--- config.mk ---
export PLATFORM = sky130hd
export DESIGN_NAME = uwci_ctrl_irq
export DESIGN_NICKNAME = d
export VERILOG_FILES = /design/src/design/uwci_pkg.sv /design/src/design/uwci_ctrl_irq.sv
export SDC_FILE = /design/constraint.sdc
export NUM_CORES = 1
export LEC_CHECK = 0
export BUFFER_PORTS_ARGS = -buffer_cell sky130_fd_sc_hd__buf_2
export CAP_MARGIN = 5
export CORE_MARGIN = 2
export CORE_UTILIZATION = 48
export CTS_CLUSTER_SIZE = 24
export DETAILED_ROUTE_END_ITERATION = 10
export GPL_TIMING_DRIVEN = 0
export PLACE_DENSITY = 0.82
export SLEW_MARGIN = 0
export SYNTH_ARGS = -nofsm -noshare
export SYNTH_HDL_FRONTEND = slang
export SYNTH_SLANG_ARGS = --single-unit
export TNS_END_PERCENT = 5
--- constraint.sdc ---
create_clock -name clock -period 1.3 [get_ports clock]
set_input_delay 0.13 -clock clock [delete_from_list [all_inputs] [get_ports clock]]
set_output_delay 0.13 -clock clock [all_outputs]
set_load 0.005 [all_outputs]
--- src/design/uwci_pkg.sv ---
// package: register map, field layout and types of the usb wrapper block
`default_nettype none
package uwci_pkg;
  // ---------------------------------------------------------------
  // register offsets (byte addresses, one word each)
  // ---------------------------------------------------------------
  localparam logic [7:0] OFS_WRAPPER_CONTROL = 8'h04;
  localparam logic [7:0] OFS_WRAPPER_STATUS = 8'h08;
  localparam logic [7:0] OFS_EP_AGGREGATION = 8'h10;
  localparam logic [7:0] OFS_RX_AUTO_REQUEST = 8'h14;
  localparam logic [7:0] OFS_IRQ_SOURCE = 8'h20;
  localparam logic [7:0] OFS_IRQ_SOURCE_SET = 8'h24;
  localparam logic [7:0] OFS_IRQ_SOURCE_CLEAR = 8'h28;
  localparam logic [7:0] OFS_IRQ_MASK = 8'h2c;
  localparam logic [7:0] OFS_IRQ_MASK_SET = 8'h30;
  localparam logic [7:0] OFS_IRQ_MASK_CLEAR = 8'h34;
  localparam logic [7:0] OFS_IRQ_MASKED_SOURCE = 8'h38;
  // ---------------------------------------------------------------
  // field positions
  // ---------------------------------------------------------------
  localparam int CTL_SOFT_RESET_BIT = 0;
  localparam int CTL_QUICK_ACK_BIT = 1;
  localparam int CTL_IRQ_PATH_BIT = 3;
  localparam int CTL_AGGREGATION_BIT = 4;
  localparam int STAT_VBUS_BIT = 0;
  localparam int AGG_TX_LSB = 0;
  localparam int AGG_RX_LSB = 16;
  localparam int IRQ_TX_LSB = 0;
  localparam int IRQ_RX_LSB = 9;
  localparam int IRQ_CORE_LSB = 16;
  localparam int IRQ_TX_W = 5;
  localparam int IRQ_RX_W = 4;
  localparam int IRQ_CORE_W = 9;
  localparam int EP_COUNT = 4;
  // ---------------------------------------------------------------
  // reset values and timing
  // ---------------------------------------------------------------
  localparam logic [31:0] RST_IRQ_MASK = 32'h0000_0000;
  localparam logic [31:0] RST_ZERO = 32'h0000_0000;
  localparam logic [31:0] IRQ_VALID_BITS = 32'h01ff_1e1f;
  localparam int SOFT_RESET_CYCLES = 16;
  // ---------------------------------------------------------------
  // types
  // ---------------------------------------------------------------
  typedef enum logic [1:0] {
    UWCI_AREQ_NONE = 2'h0,
    UWCI_AREQ_NOT_EOP = 2'h1,
    UWCI_AREQ_RSVD = 2'h2,
    UWCI_AREQ_ALWAYS = 2'h3
  } uwci_areq_e;
  typedef enum logic [1:0] {
    UWCI_ST_RUN = 2'b01,
    UWCI_ST_SOFT_RESET = 2'b10
  } uwci_state_e;
  typedef struct packed {
    logic [7:0] addr;
    logic [31:0] wdata;
    logic wr;
    logic rd;
  } uwci_bus_s;
  typedef struct packed {
    logic aggregation_all;
    logic core_irq_path_select;
    logic clock_stop_quick_ack;
    logic [EP_COUNT-1:0] rx_aggregation_en;
    logic [EP_COUNT-1:0] tx_aggregation_en;
    logic [2*EP_COUNT-1:0] rx_auto_request;
    logic core_reset;
  } uwci_cfg_s;
  typedef struct packed {
    uwci_state_e state;
    logic [7:0] rst_count;
    logic [4:0] control;
    logic [31:0] ep_aggregation;
    logic [7:0] auto_request;
    logic [31:0] irq_source;
    logic [31:0] irq_mask;
    logic [31:0] rdata;
    logic [2:0] vbus_sync;
    logic vbus_level;
  } uwci_state_s;
endpackage
`default_nettype wire

--- src/design/uwci_ctrl_irq.sv ---
// usb wrapper control registers and interrupt aggregation
// Contract
// RULE1: writing one to control bit 0 starts a module reset, zero does nothing; a one written in the last cycle of a running reset is lost.
// RULE2: the soft reset bit clears itself when the module reset is over.
// RULE3: control bit 4 turns packet aggregation on for all endpoints.
// RULE4: control bit 3 picks the core's own irq path when one.
// RULE5: control bit 1 enables quick acknowledge of clock stop requests.
// RULE6: status bit 0 reads the present level of the vbus drive output.
// RULE7: aggregation enables sit in bits 19:16 (rx) and 3:0 (tx).
// RULE8: each rx endpoint has a 2-bit auto request field, ep4 in bits 7:6.
// RULE9: irq source reports core 24:16, rx 12:9 and tx 4:0.
// RULE10: a one written to source-set forces that source active.
// RULE11: a one written to source-clear deactivates that source.
// RULE12: the read-only mask holds one enable per source, same layout.
// RULE13: a one written to mask-set sets that mask bit.
// RULE14: a one written to mask-clear clears that mask bit.
// RULE15: the masked source reads source AND mask bit for bit.
// RULE16: zeros written to any set or clear register change nothing.
// RULE17: the irq output is high while any masked source bit is set.
//
// Implementation choices: the register addresses and the address-and-strobe port.
`default_nettype none
module uwci_ctrl_irq #(
  parameter int RESET_CYCLES = uwci_pkg::SOFT_RESET_CYCLES
) (
  input wire logic clock,
  input wire logic reset_n,
  input wire uwci_pkg::uwci_bus_s bus,
  output logic [31:0] rdata,
  input wire logic [31:0] core_irq_event,
  input wire logic vbus_drive_output,
  output uwci_pkg::uwci_cfg_s cfg,
  output logic irq
);
  import uwci_pkg::*;

  // the sequencer counter is eight bits wide
  if (RESET_CYCLES < 1 || RESET_CYCLES > 255) begin : g_bad_cycles
    $error("RESET_CYCLES out of range");
  end

  // ---------------------------------------------------------------
  // helpers
  // ---------------------------------------------------------------
  function automatic logic hit(input uwci_bus_s b, input logic [7:0] ofs);
    hit = (b.addr == ofs);
  endfunction

  localparam logic [7:0] RESET_LAST = 8'(RESET_CYCLES - 1);

  uwci_state_s st;
  uwci_state_s next_st;
  logic [31:0] masked;

  assign masked = st.irq_source & st.irq_mask; // [RULE15]

  // ---------------------------------------------------------------
  // next state
  // ---------------------------------------------------------------
  always_comb begin
    logic [31:0] src_set;
    logic [31:0] src_clr;
    logic [31:0] msk_set;
    logic [31:0] msk_clr;
    next_st = st;
    src_set = 32'h0000_0000;
    src_clr = 32'h0000_0000;
    msk_set = 32'h0000_0000;
    msk_clr = 32'h0000_0000;
    next_st.vbus_sync = {st.vbus_sync[1:0], vbus_drive_output};
    // a change counts only once the second and third stages agree
    if (st.vbus_sync[1] == st.vbus_sync[2]) begin
      next_st.vbus_level = st.vbus_sync[2]; // [RULE6]
    end
    // register writes
    if (bus.wr) begin
      if (hit(bus, OFS_WRAPPER_CONTROL)) begin
        next_st.control[CTL_AGGREGATION_BIT] =
          bus.wdata[CTL_AGGREGATION_BIT]; // [RULE3]
        next_st.control[CTL_IRQ_PATH_BIT] =
          bus.wdata[CTL_IRQ_PATH_BIT]; // [RULE4]
        next_st.control[CTL_QUICK_ACK_BIT] =
          bus.wdata[CTL_QUICK_ACK_BIT]; // [RULE5]
        if (bus.wdata[CTL_SOFT_RESET_BIT]) begin
          next_st.control[CTL_SOFT_RESET_BIT] = 1'b1; // [RULE1]
          next_st.state = UWCI_ST_SOFT_RESET;
          next_st.rst_count = 8'h00;
        end
      end else if (hit(bus, OFS_EP_AGGREGATION)) begin
        next_st.ep_aggregation = RST_ZERO;
        next_st.ep_aggregation[AGG_RX_LSB +: EP_COUNT] =
          bus.wdata[AGG_RX_LSB +: EP_COUNT]; // [RULE7]
        next_st.ep_aggregation[AGG_TX_LSB +: EP_COUNT] =
          bus.wdata[AGG_TX_LSB +: EP_COUNT]; // [RULE7]
      end else if (hit(bus, OFS_RX_AUTO_REQUEST)) begin
        next_st.auto_request = bus.wdata[7:0]; // [RULE8]
      end else if (hit(bus, OFS_IRQ_SOURCE_SET)) begin
        src_set = bus.wdata & IRQ_VALID_BITS; // [RULE10] [RULE16]
      end else if (hit(bus, OFS_IRQ_SOURCE_CLEAR)) begin
        src_clr = bus.wdata & IRQ_VALID_BITS; // [RULE11] [RULE16]
      end else if (hit(bus, OFS_IRQ_MASK_SET)) begin
        msk_set = bus.wdata & IRQ_VALID_BITS; // [RULE13] [RULE16]
      end else if (hit(bus, OFS_IRQ_MASK_CLEAR)) begin
        msk_clr = bus.wdata & IRQ_VALID_BITS; // [RULE14] [RULE16]
      end
    end
    // a core event in the same cycle as a clear still sets the source
    next_st.irq_source = ((st.irq_source & ~src_clr) | src_set |
      (core_irq_event & IRQ_VALID_BITS)); // [RULE9] [RULE11]
    next_st.irq_mask = (st.irq_mask & ~msk_clr) | msk_set; // [RULE12]
    // soft reset sequencer
    case (st.state)
      UWCI_ST_RUN: begin
        next_st.state = next_st.state;
      end
      UWCI_ST_SOFT_RESET: begin
        if (st.rst_count == RESET_LAST) begin
          next_st.state = UWCI_ST_RUN;
          next_st.control[CTL_SOFT_RESET_BIT] = 1'b0; // [RULE2]
          next_st.rst_count = 8'h00;
        end else begin
          next_st.rst_count = st.rst_count + 8'h01;
        end
      end
      default: begin
        next_st.state = UWCI_ST_RUN;
      end
    endcase
    // register reads, data in the following cycle
    next_st.rdata = RST_ZERO;
    if (bus.rd) begin
      if (hit(bus, OFS_WRAPPER_CONTROL)) begin
        next_st.rdata = {27'h000_0000, st.control};
      end else if (hit(bus, OFS_WRAPPER_STATUS)) begin
        next_st.rdata[STAT_VBUS_BIT] = st.vbus_level; // [RULE6]
      end else if (hit(bus, OFS_EP_AGGREGATION)) begin
        next_st.rdata = st.ep_aggregation;
      end else if (hit(bus, OFS_RX_AUTO_REQUEST)) begin
        next_st.rdata = {24'h00_0000, st.auto_request};
      end else if (hit(bus, OFS_IRQ_SOURCE)) begin
        next_st.rdata = st.irq_source; // [RULE9]
      end else if (hit(bus, OFS_IRQ_MASK)) begin
        next_st.rdata = st.irq_mask; // [RULE12]
      end else if (hit(bus, OFS_IRQ_MASKED_SOURCE)) begin
        next_st.rdata = masked; // [RULE15]
      end else begin
        next_st.rdata = RST_ZERO;
      end
    end
  end

  // ---------------------------------------------------------------
  // state register
  // ---------------------------------------------------------------
  always_ff @(posedge clock or negedge reset_n) begin
    if (!reset_n) begin
      st.state <= UWCI_ST_RUN;
      st.rst_count <= 8'h00;
      st.control <= 5'h00;
      st.ep_aggregation <= RST_ZERO;
      st.auto_request <= 8'h00;
      st.irq_source <= RST_ZERO;
      st.irq_mask <= RST_IRQ_MASK;
      st.rdata <= RST_ZERO;
      st.vbus_sync <= 3'h0;
      st.vbus_level <= 1'b0;
    end else begin
      st <= next_st;
    end
  end

  // ---------------------------------------------------------------
  // outputs
  // ---------------------------------------------------------------
  assign rdata = st.rdata;
  assign irq = |masked; // [RULE17]
  assign cfg.aggregation_all = st.control[CTL_AGGREGATION_BIT]; // [RULE3]
  assign cfg.core_irq_path_select = st.control[CTL_IRQ_PATH_BIT]; // [RULE4]
  assign cfg.clock_stop_quick_ack = st.control[CTL_QUICK_ACK_BIT]; // [RULE5]
  assign cfg.rx_aggregation_en = st.ep_aggregation[AGG_RX_LSB +: EP_COUNT];
  assign cfg.tx_aggregation_en = st.ep_aggregation[AGG_TX_LSB +: EP_COUNT];
  assign cfg.rx_auto_request = st.auto_request; // [RULE8]
  // core held in reset while the soft reset runs
  assign cfg.core_reset = (st.state == UWCI_ST_SOFT_RESET); // [RULE1]
endmodule
`default_nettype wire

==> results of run 1 <==
## synth_stat cells (all sizes together), types with 3 or more instances
master,number
a31oi,14
o22ai,3
clkbuf,3
nand2,83
nand4,3
a21oi,15
a22o,22
a22oi,5
nand3,18
inv,9
ha,3
mux2,15
dfrtp,90
a32oi,5
nor3,6
a221oi,4
buf,65
o21ai,22
a221o,18
and2,5
a21o,8
nor2,22
and3,6
## power by group through the flow
stage                     registers (mW)  logic (mW)  clock network, mW
after global placement              3.16       0.766                  0
after detailed placement            3.18       0.812                  0
after floorplan                     3.14       0.479                  0
after global routing                3.17        1.09               2.47
after CTS                           3.13       0.922               2.36
final                               3.15       0.982               2.32
## sequential cells by signal, indices dropped and copies added (netlist names)
name,count
next_st,2
cfg,19
rdata,21
st,49
## layer usage
| layer | vias to the layer above | global-route usage (%) | wire length, microns |
|---|---|---|---|
| li1 | 1958 | - | - |
| met1 | 2034 | 29.40 | 5167 |
| met2 | 172 | 42.16 | 6298 |
| met3 | 21 | 5.511 | 869 |
| met4 | 0 | 7.692 | 217 |
| met5 | - | 0 | 0 |
## stage by stage
| stage | setup TNS [ns] | setup WS (ns) | cells | cell area (sq um) | hold slack, ns |
|---|---|---|---|---|---|
| 2_1_floorplan | -5.399 | -0.1635 | 484 | 4780 | -0.1656 |
| 3_5_place_dp | -44.24 | -0.7604 | 710 | 5436 | 0.1790 |
| 5_1_grt | -3.578 | -0.5426 | 763 | 6243 | 0.03030 |
| 6_report | -1.942 | -0.4498 | 763 | 6243 | 0.03976 |
| 3_3_place_gp | -104.37 | -0.7098 | 709 | 5406 | 0.2386 |
| 4_1_cts | -4.126 | -0.4476 | 758 | 6115 | 0.02547 |
## worst max-delay path: cells and delay by family, from the launching register on
family	cells	cell delay [ns]
AOI/OAI and AO/OA	2	0.43
buffers and inverters	1	0.15
DFF	1	0.39
and+or+nand+nor	2	0.28
## logic make-up after synthesis
| group | synth area share (%) |
|---|---|
| and+or+nand+nor | 16.53 |
| AOI/OAI and AO/OA | 19.12 |
| DFF | 48.15 |
| buffers and inverters | 10.76 |
| muxes | 3.993 |
| adders and majority gates | 1.005 |
| xor gates and xnor gates | 0.3702 |
| other | 0.07925 |
## worst paths after layout
check	start	endpoint	slack, ns	cells after the start
worst min register to register	next_st[2]$_DFF_PN0_	next_st[3]$_DFF_PN0_	0.37	0
worst max-delay path	st[40]$_DFF_PN0_	irq	-0.45	5
worst max register to register	st[153]$_DFF_PN1_	st[147]$_DFFE_PN0P_	-0.16	5
worst min-delay path	bus[11]	st[45]$_DFF_PN0_	0.04	2
min in group asynchronous	reset_n	rdata[9]$_DFF_PN0_	0.31	2
max in group asynchronous	reset_n	st[150]$_DFFE_PN0P_	0.34	3
## what timing repair did
| item | in CTS | in global routing |
|---|---|---|
| endpoints found under the setup margin | 70 | 67 |
| gates resized for setup | 37 | 24 |
| gates cloned | 0 | 0 |
| hold endpoints to repair | 66 | 0 |
| hold buffers | 23 | 0 |
| pin swaps | 16 | 5 |
| setup buffers | 9 | 5 |
## area by class of cell
type                       count  area, sq um  share of cell area, %
buffer                        68        508.0                  8.136
clock buffer                  12        145.1                  2.325
clock inverter                 4        97.59                  1.563
inverter                       9        33.78                 0.5411
multi-input combinational    316         2170                  34.75
sequential                    91         2281                  36.53
tap                          133        166.4                  2.665
timing repair buffer         130        842.1                  13.49
==> run_results.csv, run 1 <==
group,metric,value,unit
clock_network,cts-buffers-inserted,9,
global_routing,grt_pass1_vias,4001,
power,cell_internal_pwr,4.822,mW
global_routing,grt_antenna_before_repair,0,
die,die_h,103.3,microns
power,clkPwrFrac,36.0,%
synthesis,synth_edf_count,0,
setup_path,cpPeakStageDelay,0.39,ns
run_status,status,"finished with violations",
routing,vias_per_cell,5.485,
setup_path,cp-start-kind,"flop",
clock_network,cts-root-buf,"clkbuf_8",
die,die-area,10670,sq um
setup_path,crit_chain,"a22o_1 -> a221oi_2 -> and3_1 -> nand4_1 -> buf_2",
clock_network,cts-htree-levels,3,
power,power_density,1032,nW/um^2
synthesis,synthCells,474,
routing,drtPass1Iterations,5,
timing,hold_violations,0,
routing,wl,12550,microns
power,power,6.445,mW
timing,period_needed,1.750,ns
die,die_w,103.3,microns
final_layout,drive_above_1_share,39.84,%
power,switching_share,25.19,%
die,start_util,48.86,%
synthesis,ys_top_cells_by_area,"dfrtp_1 48%, buf_4 8.4%, nand2_1 6.6%, a22o_1 4.1%, a221o_1 3.8%",
power,p_switching,1.623,mW
timing,tightest_slew,0.6120,ns
synthesis,ys_ff_latch,91,
run_status,violations,"setup timing",
global_routing,grt_pass1_wl,19440,microns
final_layout,fillCellCount,805,
place,dp_hpwl,8611,microns
die,pin_count,130,
setup_path,cp_data_required_time,1.17,ns
routing,drtIter0Drc,223,
clock_network,cts_tree,"yes",
final_layout,area_growth_syn_to_layout,31.94,%
routing,drcViolationCount,0,
job,cap_viol_max_count,0,
power,vdd_drop_max,853.3,uV
power,p_seq_share,48.8,%
synthesis,yosys.area.top_type_share,47.59,%
setup_path,crit_slowest_cell,"dfrtp_1",
synthesis,syn_area,4732,sq um
synthesis,synth_largest_area_cell,"dfrtp_1",
synthesis,synthArstFlopShare,100.0,%
timing,setup_viol,20,
synthesis,seq_area_frac_synth,48.15,%
global_routing,overflow,0,
timing,relSlewSlack,59.20,%
die,coreArea,9684,sq um
synthesis,ys.flop_type,"dfrtp_1",
setup_path,arrival,1.62,ns
place,place_congestion,0.9042,
synthesis,ys_warn_count,0,
setup_path,cp_max_fo,2,
global_routing,grt_max_degree,47,
die,num_rows,36,
power,pwr-share-comb,15.2,%
final_layout,antenna_cells,0,
synthesis,yosysUniqueCellTypes,55,
clock_network,clkSlewWorstSetupHoldPaths,0.09,ns
timing,clock_skew,0.006819,ns
synthesis,avgSynthCellArea,9.983,sq um
place,port_buffers,92,
clock_network,insertion_delay,0.36,ns
timing,fin_crit_sh,134.6,%
routing,vias,4185,
global_routing,grtUsageTotal,24.02,%
routing,wl_per_cell,16.45,microns
timing,timing.fmax,0.5715,GHz
timing,rsz0062_at_grt,"yes",
clock_network,cts_sinks,91,
clock_network,clock_path_buffers,2,
setup_path,crit_path_end_kind,"output pin",
final_layout,final_cell_mix,"96 x buf_2, 88 x dfrtp_1, 79 x nand2_1",
min_path,hold_path.class,"input pin to flop",
power,power_leakage,2.900,nW
setup_path,critPathKind,"flop to output pin",
final_layout,post-route-util,64.47,%
timing,slew_violations,0,
final_layout,final_nets,705,
final_layout,final_common_cell,"buf_2",
routing,ant_nets,0,
timing,setup_slack,-0.4498,ns
(Power assumes the default switching activity.)
==> inputs of run 2 (changes only) <==
--- a/config.mk
+++ b/config.mk
@@ -8,11 +8,11 @@
 export BUFFER_PORTS_ARGS = -buffer_cell sky130_fd_sc_hd__buf_2
 export CAP_MARGIN = 5
 export CORE_MARGIN = 2
-export CORE_UTILIZATION = 48
+export CORE_UTILIZATION = 35
 export CTS_CLUSTER_SIZE = 24
 export DETAILED_ROUTE_END_ITERATION = 10
 export GPL_TIMING_DRIVEN = 0
-export PLACE_DENSITY = 0.82
+export PLACE_DENSITY = 0.64
 export SLEW_MARGIN = 0
 export SYNTH_ARGS = -nofsm -noshare
 export SYNTH_HDL_FRONTEND = slang
==> run 2 against run 1 <==
- the flow still finishes with violations (setup timing)
- clock skew grew 0.0026 ns
- non-clock buffer count shrank 4
- setup slack improved by 0.0048 ns
- critical path type unchanged
- largest cell class unchanged
==> run_results.csv, run 2 (synthesis gave the netlist of run 1 again) <==
group,metric,value,unit
run_status,status,"finished with violations",
run_status,violations,"setup timing",
global_routing,grt_pass1_vias,4126,
routing,wl,13360,microns
setup_path,r2r_slack,-0.19,ns
setup_path,crit_path_end_kind,"output pin",
power,cell_internal_pwr,5.030,mW
timing,slew_violations,0,
final_layout,final-seq-area,2278,sq um
setup_path,crit_slowest_cell,"dfrtp_1",
timing,timing.fmax,0.5731,GHz
die,coreArea,13240,sq um
timing,clock_skew,0.009412,ns
clock_network,cts_sinks,91,
setup_path,cpPeakStageDelay,0.38,ns
final_layout,final_nets,701,
timing,timing.hold.ws,0.006225,ns
setup_path,rr_worst_depth,5,
power,vdd_drop_max,832.0,uV
routing,drcViolationCount,0,
routing,vias,4240,
clock_network,insertion_delay,0.35,ns
timing,hold_violations,0,
global_routing,grt_max_degree,59,
setup_path,arrival,1.62,ns
final_layout,top_register,"st",
final_layout,drive_above_1_share,39.14,%
place,dp_hpwl,9266,microns
clock_network,cts-root-buf,"clkbuf_16",
die,die-area,14470,sq um
setup_path,cp_max_fo,2,
clock_network,cts_tree,"yes",
timing,finalSetupTns,-1.739,ns
clock_network,clock_path_buffers,2,
final_layout,area_growth_syn_to_layout,34.06,%
timing,setup_viol,33,
routing,drtIter0Drc,388,
min_path,hold_depth,2,
power,p_switching,1.768,mW
global_routing,grtUsageTotal,19.00,%
power,pwr-share-comb,14.5,%
power,switching_share,26.01,%
routing,ant_nets,0,
final_layout,final_common_cell,"buf_2",
setup_path,cp.depth,5,
clock_network,cts-buffers-inserted,9,
routing,drtPass1Iterations,5,
routing,wl_per_cell,16.65,microns
job,cap_viol_max_count,0,
setup_path,path_buf_inv,1,
min_path,hold_path.class,"input pin to flop",
power,power_density,1072,nW/um^2
die,num_rows,42,
final_layout,antenna_cells,0,
global_routing,overflow,0,
timing,fin_crit_sh,134.2,%
setup_path,cp_data_required_time,1.17,ns
setup_path,crit_chain,"a22o_1 -> a221oi_2 -> and3_1 -> nand4_1 -> buf_2",
power,clkPwrFrac,39.1,%
place,port_buffers,92,
place,place_congestion,0.9343,
die,die_h,120.3,microns
setup_path,critPathTopFamily,"compound AO/OA/AOI/OAI gates",
clock_network,cts-htree-levels,3,
setup_path,critPathKind,"flop to output pin",
power,power,6.797,mW
die,pin_count,130,
die,start_util,35.73,%
timing,period_needed,1.745,ns
final_layout,fillCellCount,1278,
final_layout,multi_input_area,2175,sq um
global_routing,grt_pass1_wl,21360,microns
die,die_w,120.3,microns
final_layout,largest_reg_flops,49,
power,p_seq_share,46.3,%
final_layout,final_cell_mix,"93 x buf_2, 90 x dfrtp_1, 80 x nand2_1",
timing,setup_slack,-0.4450,ns
timing,rsz0062_at_grt,"yes",
power,power_leakage,2.924,nW
routing,vias_per_cell,5.287,
setup_path,cp-start-kind,"flop",
clock_network,clkSlewWorstSetupHoldPaths,0.07,ns
global_routing,grt_antenna_before_repair,0,
==> run 2: changes by cell type in the layout (fill, tap and decap cells not counted), sizes merged <==
cell         previous run  this run
clkinv                  0         2
dlygate4sd3            23        19
inv                     9        10
buf                   172       169
clkbuf                 15        17
bufinv                  3         1
==> run 2: area by class of cell <==
type / instances / area share, %
repair buffers: 126 / 12.64
well taps: 176 / 3.471
clock inverters: 5 / 0.9467
multi-input cells: 316 / 34.28
clock buffers: 11 / 3.826
flip-flops and latches: 91 / 35.92
plain buffers: 68 / 8.383
inverters: 9 / 0.5325
==> run 2: power groups by stage <==
stage	Sequential (mW)	Combinational, mW	Clock, mW
2_1_floorplan	3.14	0.479	0
3_3_place_gp	3.16	0.778	0
3_5_place_dp	3.18	0.827	0
4_1_cts	3.14	0.932	2.72
5_1_grt	3.16	1.09	2.85
6_report	3.15	0.987	2.66
==> run 2: what timing repair did <==
item,4_1_cts,5_1_grt
gates resized for setup,41,25
pin swaps,13,7
buffers inserted,8,6
hold endpoints to repair,51,0
hold buffers,19,0
cloned,0,0
setup endpoints to repair,74,68
==> run 2: routing by layer <==
metal	wire [microns]	global-route usage (%)
met1	5601	24.16
met2	6758	31.43
met3	753	4.245
met4	242	7.703
met5	0	0
==> run 2: path summary, 6_finish.rpt <==
| check | from | endpoint |
|---|---|---|
| setup / recovery | st[40]$_DFF_PN0_ | irq |
| hold / removal | core_irq_event[18] | st[86]$_DFF_PN0_ |
| setup reg to reg | st[153]$_DFF_PN1_ | st[147]$_DFFE_PN0P_ |
| hold reg to reg | next_st[2]$_DFF_PN0_ | next_st[3]$_DFF_PN0_ |
| max in group asynchronous | reset_n | st[153]$_DFF_PN1_ |
| min in group asynchronous | reset_n | rdata[9]$_DFF_PN0_ |
==> run 2: per-stage QoR <==
| step | area [sq um] | worst slack (ns) | instances | util, % |
|---|---|---|---|---|
| detailed placement | 5490 | -0.7741 | 753 | 41.46 |
| floorplan | 4780 | -0.1635 | 484 | - |
| global route | 6344 | -0.5142 | 802 | 47.90 |
| finish | 6344 | -0.4450 | 802 | 47.90 |
| global placement | 5460 | -0.7400 | 752 | 41.23 |
| CTS | 6185 | -0.4424 | 796 | 46.70 |
